### config.mk
export PLATFORM = sky130hd
export DESIGN_NAME = fcr_regs
export DESIGN_NICKNAME = d
export VERILOG_FILES = /design/src/fcr_pkg.sv /design/src/fcr_regs.sv
export SDC_FILE = /design/constraint.sdc
export NUM_CORES = 1
export LEC_CHECK = 0
export BUFFER_PORTS_ARGS = -buffer_cell sky130_fd_sc_hd__buf_4
export CORE_UTILIZATION = 50
export CTS_CLUSTER_DIAMETER = 100
export DETAILED_ROUTE_END_ITERATION = 12
export PLACE_DENSITY = 0.79
export SLEW_MARGIN = 20
export SYNTH_ARGS = -nofsm -noshare
export SYNTH_HDL_FRONTEND = slang
export SYNTH_SLANG_ARGS = --single-unit
### constraint.sdc
create_clock -name ref_clk -period 2.49 [get_ports ref_clk]
set_input_delay 0.249 -clock ref_clk [delete_from_list [all_inputs] [get_ports ref_clk]]
set_output_delay 0.249 -clock ref_clk [all_outputs]
set_load 0.005 [all_outputs]
### src/fcr_pkg.sv
`default_nettype none
package fcr_pkg;

	// ----------------------------------------------------------------
	// Register offsets
	// ----------------------------------------------------------------
	localparam logic [7:0] FCR_ADDR_CONFIG = 8'h20;
	localparam logic [7:0] FCR_ADDR_SUMMARY = 8'h24;
	localparam logic [7:0] FCR_ADDR_HALT = 8'h25;
	localparam logic [7:0] FCR_ADDR_STARTUP = 8'h26;
	localparam logic [7:0] FCR_ADDR_UNREACH = 8'h27;
	localparam logic [7:0] FCR_ADDR_ALERT_EN = 8'h29;
	localparam logic [7:0] FCR_ADDR_F2_FLOOR = 8'h48;
	localparam logic [7:0] FCR_ADDR_F2_THRESH = 8'h49;
	localparam logic [7:0] FCR_ADDR_F2_BAND_LO = 8'h4A;
	localparam logic [7:0] FCR_ADDR_F2_BAND_HI = 8'h4B;
	localparam logic [7:0] FCR_ADDR_F2_TGT_LO = 8'h4C;
	localparam logic [7:0] FCR_ADDR_F2_TGT_HI = 8'h4D;
	localparam logic [7:0] FCR_ADDR_F2_MEAS_HI = 8'h4E;
	localparam logic [7:0] FCR_ADDR_F2_MEAS_LO = 8'h4F;
	localparam logic [7:0] FCR_ADDR_LOCK = 8'hEF;
	localparam logic [7:0] FCR_ADDR_PART_ID = 8'hFD;
	localparam logic [7:0] FCR_ADDR_VENDOR_ID = 8'hFE;
	localparam logic [7:0] FCR_ADDR_REVISION = 8'hFF;

	// ----------------------------------------------------------------
	// Reset values
	// ----------------------------------------------------------------
	localparam logic [7:0] FCR_RST_CONFIG = 8'h40;
	localparam logic [7:0] FCR_RST_ZERO = 8'h00;
	localparam logic [7:0] FCR_RST_F2_FLOOR = 8'h66;
	localparam logic [7:0] FCR_RST_F2_THRESH = 8'hF5;
	localparam logic [7:0] FCR_RST_COUNT_LO = 8'hF8;
	localparam logic [7:0] FCR_RST_COUNT_HI = 8'hFF;
	localparam logic [7:0] FCR_UNMAPPED_DATA = 8'h00;

	// ----------------------------------------------------------------
	// Field positions
	// ----------------------------------------------------------------
	localparam int FCR_CFG_ALERT_BLOCK = 7;
	localparam int FCR_CFG_TIMEOUT_DIS = 6;
	localparam int FCR_CFG_CONT_TIMER = 5;
	localparam int FCR_CFG_CLK_OE = 1;
	localparam int FCR_CFG_CLK_SRC = 0;
	localparam int FCR_SUM_WATCH = 7;
	localparam int FCR_SUM_UNREACH = 2;
	localparam int FCR_SUM_STARTUP = 1;
	localparam int FCR_SUM_HALT = 0;
	localparam int FCR_LOCK_BIT = 0;
	localparam logic [7:0] FCR_CFG_WMASK = 8'hE3;
	localparam int FCR_CHANNELS = 2;

	// Per-channel fault indications from the speed control logic
	typedef struct packed {
		logic [FCR_CHANNELS-1:0] rotor_halt;
		logic [FCR_CHANNELS-1:0] startup_failure;
		logic [FCR_CHANNELS-1:0] speed_unreachable;
	} fcr_fault_type;

	// Fan 2 programming handed to the speed control logic
	typedef struct packed {
		logic [7:0] drive_floor;
		logic [7:0] spinning_threshold;
		logic [15:0] fail_band;
		logic [15:0] target_count;
	} fcr_fan2_cfg_type;

endpackage
`default_nettype wire

### src/fcr_regs.sv
`timescale 1ns/1ns
`default_nettype none

// Operation
// RL1: Reads of undefined addresses return 00h.
// RL2: Writes to undefined addresses are dropped without any effect.
// RL3: Reset loads every register with its listed default.
// RL4: Once lock bit sets, lockable registers including lock itself ignore writes.
// RL5: Global configuration register is lockable.
// RL6: Alert block bit set keeps alert output deasserted always.
// RL7: With block clear, any set status bit asserts alert unless channel-masked.
// RL8: Config bit 6 disables bus timeout; default one disables it.
// RL9: Config bit 5 selects continuous watchdog; default zero is power-up only.
// RL10: Config bit 1 drives internal tach clock out on clock pin.
// RL11: Config bit 0 selects clock pin as tachometer timing source.
// RL12: Clock output set forces internal oscillator regardless of source select.
// RL13: Watchdog expiry sets status bit 7 and forces full duty until reprogrammed.
// RL14: Reading summary status clears the watchdog-expired bit.
// RL15: Summary bit 2 is OR of per-fan drive-fail flags.
// RL16: Summary bit 1 is OR of per-fan spin-up failure flags.
// RL17: Summary bit 0 is OR of per-fan stall flags.
// RL18: Stall flag sets on stall; read clears it only after stall ends.
// RL19: Spin-up flag sets on failure; read clears it only once gone.
// RL20: Drive-fail flag sets on failure; read clears it only once gone.
// RL21: Fan 2 tach reading bytes are read-only, reset FFh and F8h.
// RL22: Channel alert enable gates that channel's errors onto alert; flags still update.
// RL23: Alert is active low, released when no enabled unmasked flag remains.
module fcr_regs
	import fcr_pkg::*;
#(
	parameter int FAN_CHANNELS = FCR_CHANNELS,
	parameter logic [7:0] PART_ID = 8'hA1,    // Arbitrary value
	parameter logic [7:0] VENDOR_ID = 8'h2C,  // Arbitrary value
	parameter logic [7:0] REVISION_ID = 8'h01 // Arbitrary value
) (
	input wire logic ref_clk,
	input wire logic rst_n,
	input wire logic [7:0] reg_addr,
	input wire logic reg_wr,
	input wire logic [7:0] reg_wdata,
	input wire logic reg_rd,
	output logic [7:0] reg_rdata_ff,
	input wire fcr_fault_type fault_det,
	input wire logic watchdog_expired,
	input wire logic fans_reprogrammed,
	input wire logic [15:0] fan2_measured_count,
	output logic alert_n_ff,
	output logic bus_timeout_disable_ff,
	output logic continuous_timer_enable_ff,
	output logic clock_pin_output_enable_ff,
	output logic tach_clk_from_pin_ff,
	output logic full_drive_ff,
	output fcr_fan2_cfg_type fan2_cfg_ff
);

	// ----------------------------------------------------------------
	// Parameter checks
	// ----------------------------------------------------------------
	// The map has room for exactly two channels in each flag register
	if (FAN_CHANNELS != FCR_CHANNELS) begin : g_bad_channels
		$error("fcr_regs supports two fan channels only");
	end

	// ----------------------------------------------------------------
	// Storage
	// ----------------------------------------------------------------
	logic [7:0] config_ff;
	logic [7:0] nxt_config;
	logic [1:0] alert_en_ff;
	logic lock_ff;
	logic watch_ff;
	logic nxt_watch;
	logic [1:0] halt_ff;
	logic [1:0] nxt_halt;
	logic [1:0] startup_ff;
	logic [1:0] nxt_startup;
	logic [1:0] unreach_ff;
	logic [1:0] nxt_unreach;
	logic [15:0] meas_ff;
	logic [7:0] nxt_rdata;
	logic [7:0] summary;
	logic [1:0] chan_err;
	logic alert_cond;
	logic cfg_wr;
	logic lockable_ok;

	// ----------------------------------------------------------------
	// Access decode
	// ----------------------------------------------------------------
	// Lockable writes pass only while the lock is still open
	assign lockable_ok = reg_wr && !lock_ff; // [RL4]
	assign cfg_wr = lockable_ok && (reg_addr == FCR_ADDR_CONFIG); // [RL5]

	// ----------------------------------------------------------------
	// Global configuration
	// ----------------------------------------------------------------
	// Only the defined bits are stored; the rest read as zero
	always_comb begin
		nxt_config = config_ff;
		if (cfg_wr) begin
			nxt_config = reg_wdata & FCR_CFG_WMASK;
		end
	end

	always_ff @(posedge ref_clk) begin
		if (!rst_n) begin
			config_ff <= FCR_RST_CONFIG; // [RL3]
		end else begin
			config_ff <= nxt_config;
		end
	end

	// Control outputs take the next value, so they change on the same edge as the stored bits
	always_ff @(posedge ref_clk) begin
		if (!rst_n) begin
			bus_timeout_disable_ff <= FCR_RST_CONFIG[FCR_CFG_TIMEOUT_DIS];
			continuous_timer_enable_ff <= FCR_RST_CONFIG[FCR_CFG_CONT_TIMER];
			clock_pin_output_enable_ff <= FCR_RST_CONFIG[FCR_CFG_CLK_OE];
			tach_clk_from_pin_ff <= 1'b0;
		end else begin
			bus_timeout_disable_ff <= nxt_config[FCR_CFG_TIMEOUT_DIS]; // [RL8]
			continuous_timer_enable_ff <= nxt_config[FCR_CFG_CONT_TIMER]; // [RL9]
			clock_pin_output_enable_ff <= nxt_config[FCR_CFG_CLK_OE]; // [RL10]
			// A pin that we drive cannot also be our timing source
			tach_clk_from_pin_ff <= nxt_config[FCR_CFG_CLK_SRC] // [RL11]
				&& !nxt_config[FCR_CFG_CLK_OE]; // [RL12]
		end
	end

	// ----------------------------------------------------------------
	// Channel alert enable, not lockable
	// ----------------------------------------------------------------
	always_ff @(posedge ref_clk) begin
		if (!rst_n) begin
			alert_en_ff <= FCR_RST_ZERO[1:0];
		end else if (reg_wr && (reg_addr == FCR_ADDR_ALERT_EN)) begin
			alert_en_ff <= reg_wdata[1:0]; // [RL22]
		end
	end

	// ----------------------------------------------------------------
	// Software lock
	// ----------------------------------------------------------------
	// Sticky until reset: the lock register is itself locked once set
	always_ff @(posedge ref_clk) begin
		if (!rst_n) begin
			lock_ff <= FCR_RST_ZERO[FCR_LOCK_BIT];
		end else if (lockable_ok && (reg_addr == FCR_ADDR_LOCK)) begin
			lock_ff <= reg_wdata[FCR_LOCK_BIT]; // [RL4]
		end
	end

	// ----------------------------------------------------------------
	// Fan 2 programming, all lockable except the target count
	// ----------------------------------------------------------------
	// One process owns the whole struct so it has a single driver; the
	// target count stays writable under lock so speed can still be set
	always_ff @(posedge ref_clk) begin
		if (!rst_n) begin
			fan2_cfg_ff.drive_floor <= FCR_RST_F2_FLOOR; // [RL3]
			fan2_cfg_ff.spinning_threshold <= FCR_RST_F2_THRESH;
			fan2_cfg_ff.fail_band <= {FCR_RST_ZERO, FCR_RST_ZERO};
			fan2_cfg_ff.target_count <= {FCR_RST_COUNT_HI, FCR_RST_COUNT_LO};
		end else if (reg_wr) begin
			case (reg_addr)
				FCR_ADDR_F2_FLOOR: begin
					if (lockable_ok) begin // [RL4]
						fan2_cfg_ff.drive_floor <= reg_wdata;
					end
				end
				FCR_ADDR_F2_THRESH: begin
					if (lockable_ok) begin // [RL4]
						fan2_cfg_ff.spinning_threshold <= reg_wdata;
					end
				end
				FCR_ADDR_F2_BAND_LO: begin
					if (lockable_ok) begin // [RL4]
						fan2_cfg_ff.fail_band[7:0] <= reg_wdata;
					end
				end
				FCR_ADDR_F2_BAND_HI: begin
					if (lockable_ok) begin // [RL4]
						fan2_cfg_ff.fail_band[15:8] <= reg_wdata;
					end
				end
				FCR_ADDR_F2_TGT_LO: begin
					fan2_cfg_ff.target_count[7:0] <= reg_wdata;
				end
				FCR_ADDR_F2_TGT_HI: begin
					fan2_cfg_ff.target_count[15:8] <= reg_wdata;
				end
				default: begin // [RL2]
				end
			endcase
		end
	end

	// ----------------------------------------------------------------
	// Fan 2 measured count
	// ----------------------------------------------------------------
	// Read-only; writes to these offsets decode to nothing
	always_ff @(posedge ref_clk) begin
		if (!rst_n) begin
			meas_ff <= {FCR_RST_COUNT_HI, FCR_RST_COUNT_LO}; // [RL21]
		end else begin
			meas_ff <= fan2_measured_count;
		end
	end

	// ----------------------------------------------------------------
	// Sticky fault flags
	// ----------------------------------------------------------------
	// A live condition both sets the flag and blocks the read clear, so
	// an event coinciding with the read is never lost
	always_comb begin
		nxt_halt = halt_ff | fault_det.rotor_halt; // [RL18]
		nxt_startup = startup_ff | fault_det.startup_failure; // [RL19]
		nxt_unreach = unreach_ff | fault_det.speed_unreachable; // [RL20]
		if (reg_rd && (reg_addr == FCR_ADDR_HALT)) begin
			nxt_halt = fault_det.rotor_halt; // [RL18]
		end
		if (reg_rd && (reg_addr == FCR_ADDR_STARTUP)) begin
			nxt_startup = fault_det.startup_failure; // [RL19]
		end
		if (reg_rd && (reg_addr == FCR_ADDR_UNREACH)) begin
			nxt_unreach = fault_det.speed_unreachable; // [RL20]
		end
	end

	always_ff @(posedge ref_clk) begin
		if (!rst_n) begin
			halt_ff <= FCR_RST_ZERO[1:0]; // [RL3]
			startup_ff <= FCR_RST_ZERO[1:0];
			unreach_ff <= FCR_RST_ZERO[1:0];
		end else begin
			halt_ff <= nxt_halt;
			startup_ff <= nxt_startup;
			unreach_ff <= nxt_unreach;
		end
	end

	// ----------------------------------------------------------------
	// Watchdog expiry
	// ----------------------------------------------------------------
	// Expiry wins over a summary read in the same cycle
	always_comb begin
		nxt_watch = watch_ff;
		if (reg_rd && (reg_addr == FCR_ADDR_SUMMARY)) begin
			nxt_watch = 1'b0; // [RL14]
		end
		if (watchdog_expired) begin
			nxt_watch = 1'b1; // [RL13]
		end
	end

	always_ff @(posedge ref_clk) begin
		if (!rst_n) begin
			watch_ff <= 1'b0;
		end else begin
			watch_ff <= nxt_watch;
		end
	end

	// Full duty holds until the fans are reprogrammed, not until the read
	always_ff @(posedge ref_clk) begin
		if (!rst_n) begin
			full_drive_ff <= 1'b0;
		end else if (watchdog_expired) begin
			full_drive_ff <= 1'b1; // [RL13]
		end else if (fans_reprogrammed) begin
			full_drive_ff <= 1'b0;
		end
	end

	// ----------------------------------------------------------------
	// Summary status
	// ----------------------------------------------------------------
	// Summary bits 2 to 0 are views of the per-fan flags and bit 7 of watch_ff, never stored twice
	always_comb begin
		summary = FCR_RST_ZERO;
		summary[FCR_SUM_WATCH] = watch_ff;
		summary[FCR_SUM_UNREACH] = |unreach_ff; // [RL15]
		summary[FCR_SUM_STARTUP] = |startup_ff; // [RL16]
		summary[FCR_SUM_HALT] = |halt_ff; // [RL17]
	end

	// ----------------------------------------------------------------
	// Alert
	// ----------------------------------------------------------------
	// Built from next-state flags so alert moves with the flags it shows
	always_comb begin
		chan_err = (nxt_halt | nxt_startup | nxt_unreach) & alert_en_ff; // [RL22]
		alert_cond = (|chan_err) || nxt_watch; // [RL7]
		if (nxt_config[FCR_CFG_ALERT_BLOCK]) begin
			alert_cond = 1'b0; // [RL6]
		end
	end

	always_ff @(posedge ref_clk) begin
		if (!rst_n) begin
			alert_n_ff <= 1'b1;
		end else begin
			alert_n_ff <= !alert_cond; // [RL23]
		end
	end

	// ----------------------------------------------------------------
	// Read data
	// ----------------------------------------------------------------
	always_comb begin
		nxt_rdata = FCR_UNMAPPED_DATA; // [RL1]
		case (reg_addr)
			FCR_ADDR_CONFIG: begin
				nxt_rdata = config_ff;
			end
			FCR_ADDR_SUMMARY: begin
				nxt_rdata = summary;
			end
			FCR_ADDR_HALT: begin
				nxt_rdata = {6'h00, halt_ff};
			end
			FCR_ADDR_STARTUP: begin
				nxt_rdata = {6'h00, startup_ff};
			end
			FCR_ADDR_UNREACH: begin
				nxt_rdata = {6'h00, unreach_ff};
			end
			FCR_ADDR_ALERT_EN: begin
				nxt_rdata = {6'h00, alert_en_ff};
			end
			FCR_ADDR_F2_FLOOR: begin
				nxt_rdata = fan2_cfg_ff.drive_floor;
			end
			FCR_ADDR_F2_THRESH: begin
				nxt_rdata = fan2_cfg_ff.spinning_threshold;
			end
			FCR_ADDR_F2_BAND_LO: begin
				nxt_rdata = fan2_cfg_ff.fail_band[7:0];
			end
			FCR_ADDR_F2_BAND_HI: begin
				nxt_rdata = fan2_cfg_ff.fail_band[15:8];
			end
			FCR_ADDR_F2_TGT_LO: begin
				nxt_rdata = fan2_cfg_ff.target_count[7:0];
			end
			FCR_ADDR_F2_TGT_HI: begin
				nxt_rdata = fan2_cfg_ff.target_count[15:8];
			end
			FCR_ADDR_F2_MEAS_HI: begin
				nxt_rdata = meas_ff[15:8]; // [RL21]
			end
			FCR_ADDR_F2_MEAS_LO: begin
				nxt_rdata = meas_ff[7:0]; // [RL21]
			end
			FCR_ADDR_LOCK: begin
				nxt_rdata = {7'h00, lock_ff};
			end
			FCR_ADDR_PART_ID: begin
				nxt_rdata = PART_ID;
			end
			FCR_ADDR_VENDOR_ID: begin
				nxt_rdata = VENDOR_ID;
			end
			FCR_ADDR_REVISION: begin
				nxt_rdata = REVISION_ID;
			end
			default: begin
				nxt_rdata = FCR_UNMAPPED_DATA; // [RL1]
			end
		endcase
	end

	// Data is captured on the read strobe and held until the next one
	always_ff @(posedge ref_clk) begin
		if (!rst_n) begin
			reg_rdata_ff <= FCR_RST_ZERO;
		end else if (reg_rd) begin
			reg_rdata_ff <= nxt_rdata;
		end
	end

	// Writes to offsets with no case above fall through untouched [RL2]

endmodule
`default_nettype wire

==> impl_metrics.env <==
export IMPL_outcome="finished clean"
export IMPL_grt_util_met3_pct=6.02
export IMPL_crit_slowest_cell="o311ai_0"
export IMPL_die_area_um2=8680
export IMPL_vias_per_cell=6.20
export IMPL_io_pin_count=106
export IMPL_antenna_found_initial=0
export IMPL_place_gp_congestion=0.976
export IMPL_cp_arrival_ns=2.01
export IMPL_fp_dieW_um=93.2
export IMPL_finalNetCount=624
export IMPL_cts_buffer_depth=2
export IMPL_drc_errors=0
export IMPL_post_cts_setup_buffer_count=0
export IMPL_synth_edf_count=0
export IMPL_async_flop_share_pct=0
export IMPL_path_clk_slew_ns=0.10
export IMPL_syn_area_um2=4160
export IMPL_cp_max_fo=14
export IMPL_grt_setup_unrepaired="false"
export IMPL_yosys_register_bits=90
export IMPL_grt_pass1_vias=4011
export IMPL_power_density_nw_per_um2=521
export IMPL_synth_commonest_cells="dfxtp_1, nand2_1, nand3_1"
export IMPL_yosysWarnings=0
export IMPL_tightest_slew_ns=0.668
export IMPL_dpl_cell_area_um2=5010
export IMPL_nFillCells=665
export IMPL_gr_max_usage_layer="met2"
export IMPL_wl_um=13900
export IMPL_fin_crit_sh_pct=69.9
export IMPL_peakVddDrop_mv=0.315
export IMPL_rows=32
export IMPL_start_kind="input pin"
export IMPL_core_um2=7890
export IMPL_die_height_um=93.2
export IMPL_slowest_delay_ns=0.50
export IMPL_final_layout_size_suffix_gt1_share_pct=25.1
export IMPL_grt_ovfl_total=0
export IMPL_grt_use_met1_pct=44.7
export IMPL_critPathBufInv=2
export IMPL_cts_buffers=9
export IMPL_yosys_area_top_type="dfxtp_1"
export IMPL_cts_root_buf="clkbuf_8"
export IMPL_avgRoutedWirePerCell_um=20.3
export IMPL_required_ns=2.76
export IMPL_whs_ns=0.0600
export IMPL_start_util_pct=52.7
export IMPL_yosysTopAreaCellShare_pct=43.3
export IMPL_insertion_delay_ns=0.36
export IMPL_io_buffers=105
export IMPL_ys_seq_area_share_pct=43.3
export IMPL_area_growth_pct=24.9
export IMPL_fin_worst_skew_ns=0.00850
export IMPL_synth_avg_cell_area_um2=8.45
export IMPL_dr_pass1_iters=5
export IMPL_cts_tree="done"
export IMPL_syn_nets=536
export IMPL_grt_max_degree=48
export IMPL_fmax_mhz=574
export IMPL_ctsHoldBuffers=0
export IMPL_yosysUniqueCellTypes=55
export IMPL_cap_violations=0
export IMPL_final_setup_viol_count=0
export IMPL_crit_chain="buf_4, nor4b_2, buf_4, nand2_1, o311ai_0, a221oi_1, a221oi_1"
export IMPL_dpl_hpwl_um=10000
export IMPL_crit_type="input pin to flip-flop"
export IMPL_post_place_ws_ns=0.422
export IMPL_slew_viol_final=0
export IMPL_fin_setup_tns_ns=0
export IMPL_synthFlopType="dfxtp_1"
export IMPL_endpoint_kind="flip-flop"
export IMPL_crit_family="compound AO/OA/AOI/OAI gates"
export IMPL_drt_iter0_drc=367
export IMPL_met2_usage_pct=54.3
export IMPL_yosys_cell_count_top_type="dfxtp_1"
export IMPL_layout_min_cycle_time_ns=1.74
export IMPL_synthTopCellsByArea="dfxtp_1, nand3_1, mux2i_1, nand2_1, a21oi_1"
export IMPL_grt_usage_pct=33.3
export IMPL_post_cts_resized=0
export IMPL_n_antenna_cell=0
export IMPL_hold_viol=0
export IMPL_hold_path_class="input pin to flip-flop"
export IMPL_stdcell_area_um2=5190
export IMPL_max_slew_margin_rel_pct=55.3
export IMPL_syn_instance_count=492
export IMPL_postRouteAntennaNets=0
export IMPL_p_leak_nw=2.17
export IMPL_htreeDepth=3
export IMPL_grt_pass1_wl_um=21800
export IMPL_vias=4261
export IMPL_fin_ws_ns=0.749
export IMPL_cts_sinks=90
## stage by stage
stage          power (mW)  std cells  util [%]
2_1_floorplan        1.66        492         -
3_3_place_gp         1.79        671      63.5
3_5_place_dp         1.79        671      63.5
4_1_cts              2.69        687      65.8
5_1_grt              2.79        687      65.8
6_report             2.70        687      65.8
## cells by family after synthesis
group	after synthesis	share of synthesized area [%]
xor gates and xnor gates	1	0.211
and+or+nand+nor	227	27.8
AOI/OAI and AO/OA	90	14.7
DFF	90	43.3
buffers and inverters	47	4.57
muxes	37	9.42
## cell type report
| class | count | area (um2) | area share, % |
|---|---|---|---|
| sequential | 90 | 1800 | 34.7 |
| timing repair buffer | 117 | 891 | 17.2 |
| multi-input combinational | 355 | 2170 | 41.7 |
| clock buffer | 10 | 128 | 2.46 |
| tap | 102 | 128 | 2.46 |
| clock inverter | 6 | 51.3 | 0.988 |
| inverter | 7 | 26.3 | 0.506 |
## sequential cells by signal, summed over array words and instances, names as in the netlist
register / count
watch_ff: 1
lock_ff: 1
config_ff: 5
meas_ff: 16
alert_en_ff: 2
halt_ff: 2
unreach_ff: 2
fan2_cfg_ff: 48
full_drive_ff: 1
tach_clk_from_pin_ff: 1
alert_n_ff: 1
startup_ff: 2
reg_rdata_ff: 8
## layout by cell type (no fill, tap or decap), drive strengths merged, types with 5 or more instances in the layout
master | Yosys | routed
a211oi | 5 | 5
a21oi | 29 | 29
a22oi | 7 | 7
and2 | 10 | 10
buf | 14 | 117
clkbuf | 26 | 10
clkinv | 3 | 7
dfxtp | 90 | 90
inv | 4 | 6
mux2 | 7 | 7
mux2i | 29 | 29
nand2 | 76 | 76
nand2b | 13 | 13
nand3 | 61 | 61
nand4 | 5 | 5
nor2 | 31 | 31
o21ai | 5 | 5
o221ai | 6 | 6
o22ai | 7 | 7
## layer usage
metal / part of all wire, % / up-vias
met2: 47 / 265
met1: 41 / 2031
li1: - / 1945
met3: 9.7 / 20
met5: 0 / -
met4: 1.6 / 0
## where the power goes
| part | leakage (nW) | switching [mW] | internal (mW) |
|---|---|---|---|
| Clock | 0.0927 | 0.561 | 0.378 |
| Sequential | 0.734 | 0.0141 | 1.46 |
| Combinational | 1.35 | 0.171 | 0.114 |
## path summary, 6_finish.rpt
kind | start | cells after the start | to | slack, ns
min | fan2_measured_count[7] | 2 | meas_ff[7]$_SDFF_PN1_ | 0.06
max reg2reg | fan2_cfg_ff[5]$_SDFFE_PN1P_ | 5 | reg_rdata_ff[5]$_SDFFE_PN0P_ | 0.85
min reg2reg | fan2_cfg_ff[47]$_SDFFE_PN0P_ | 2 | fan2_cfg_ff[47]$_SDFFE_PN0P_ | 0.49
max | reg_addr[4] | 7 | reg_rdata_ff[5]$_SDFFE_PN0P_ | 0.75
(Power assumes the default switching activity.)
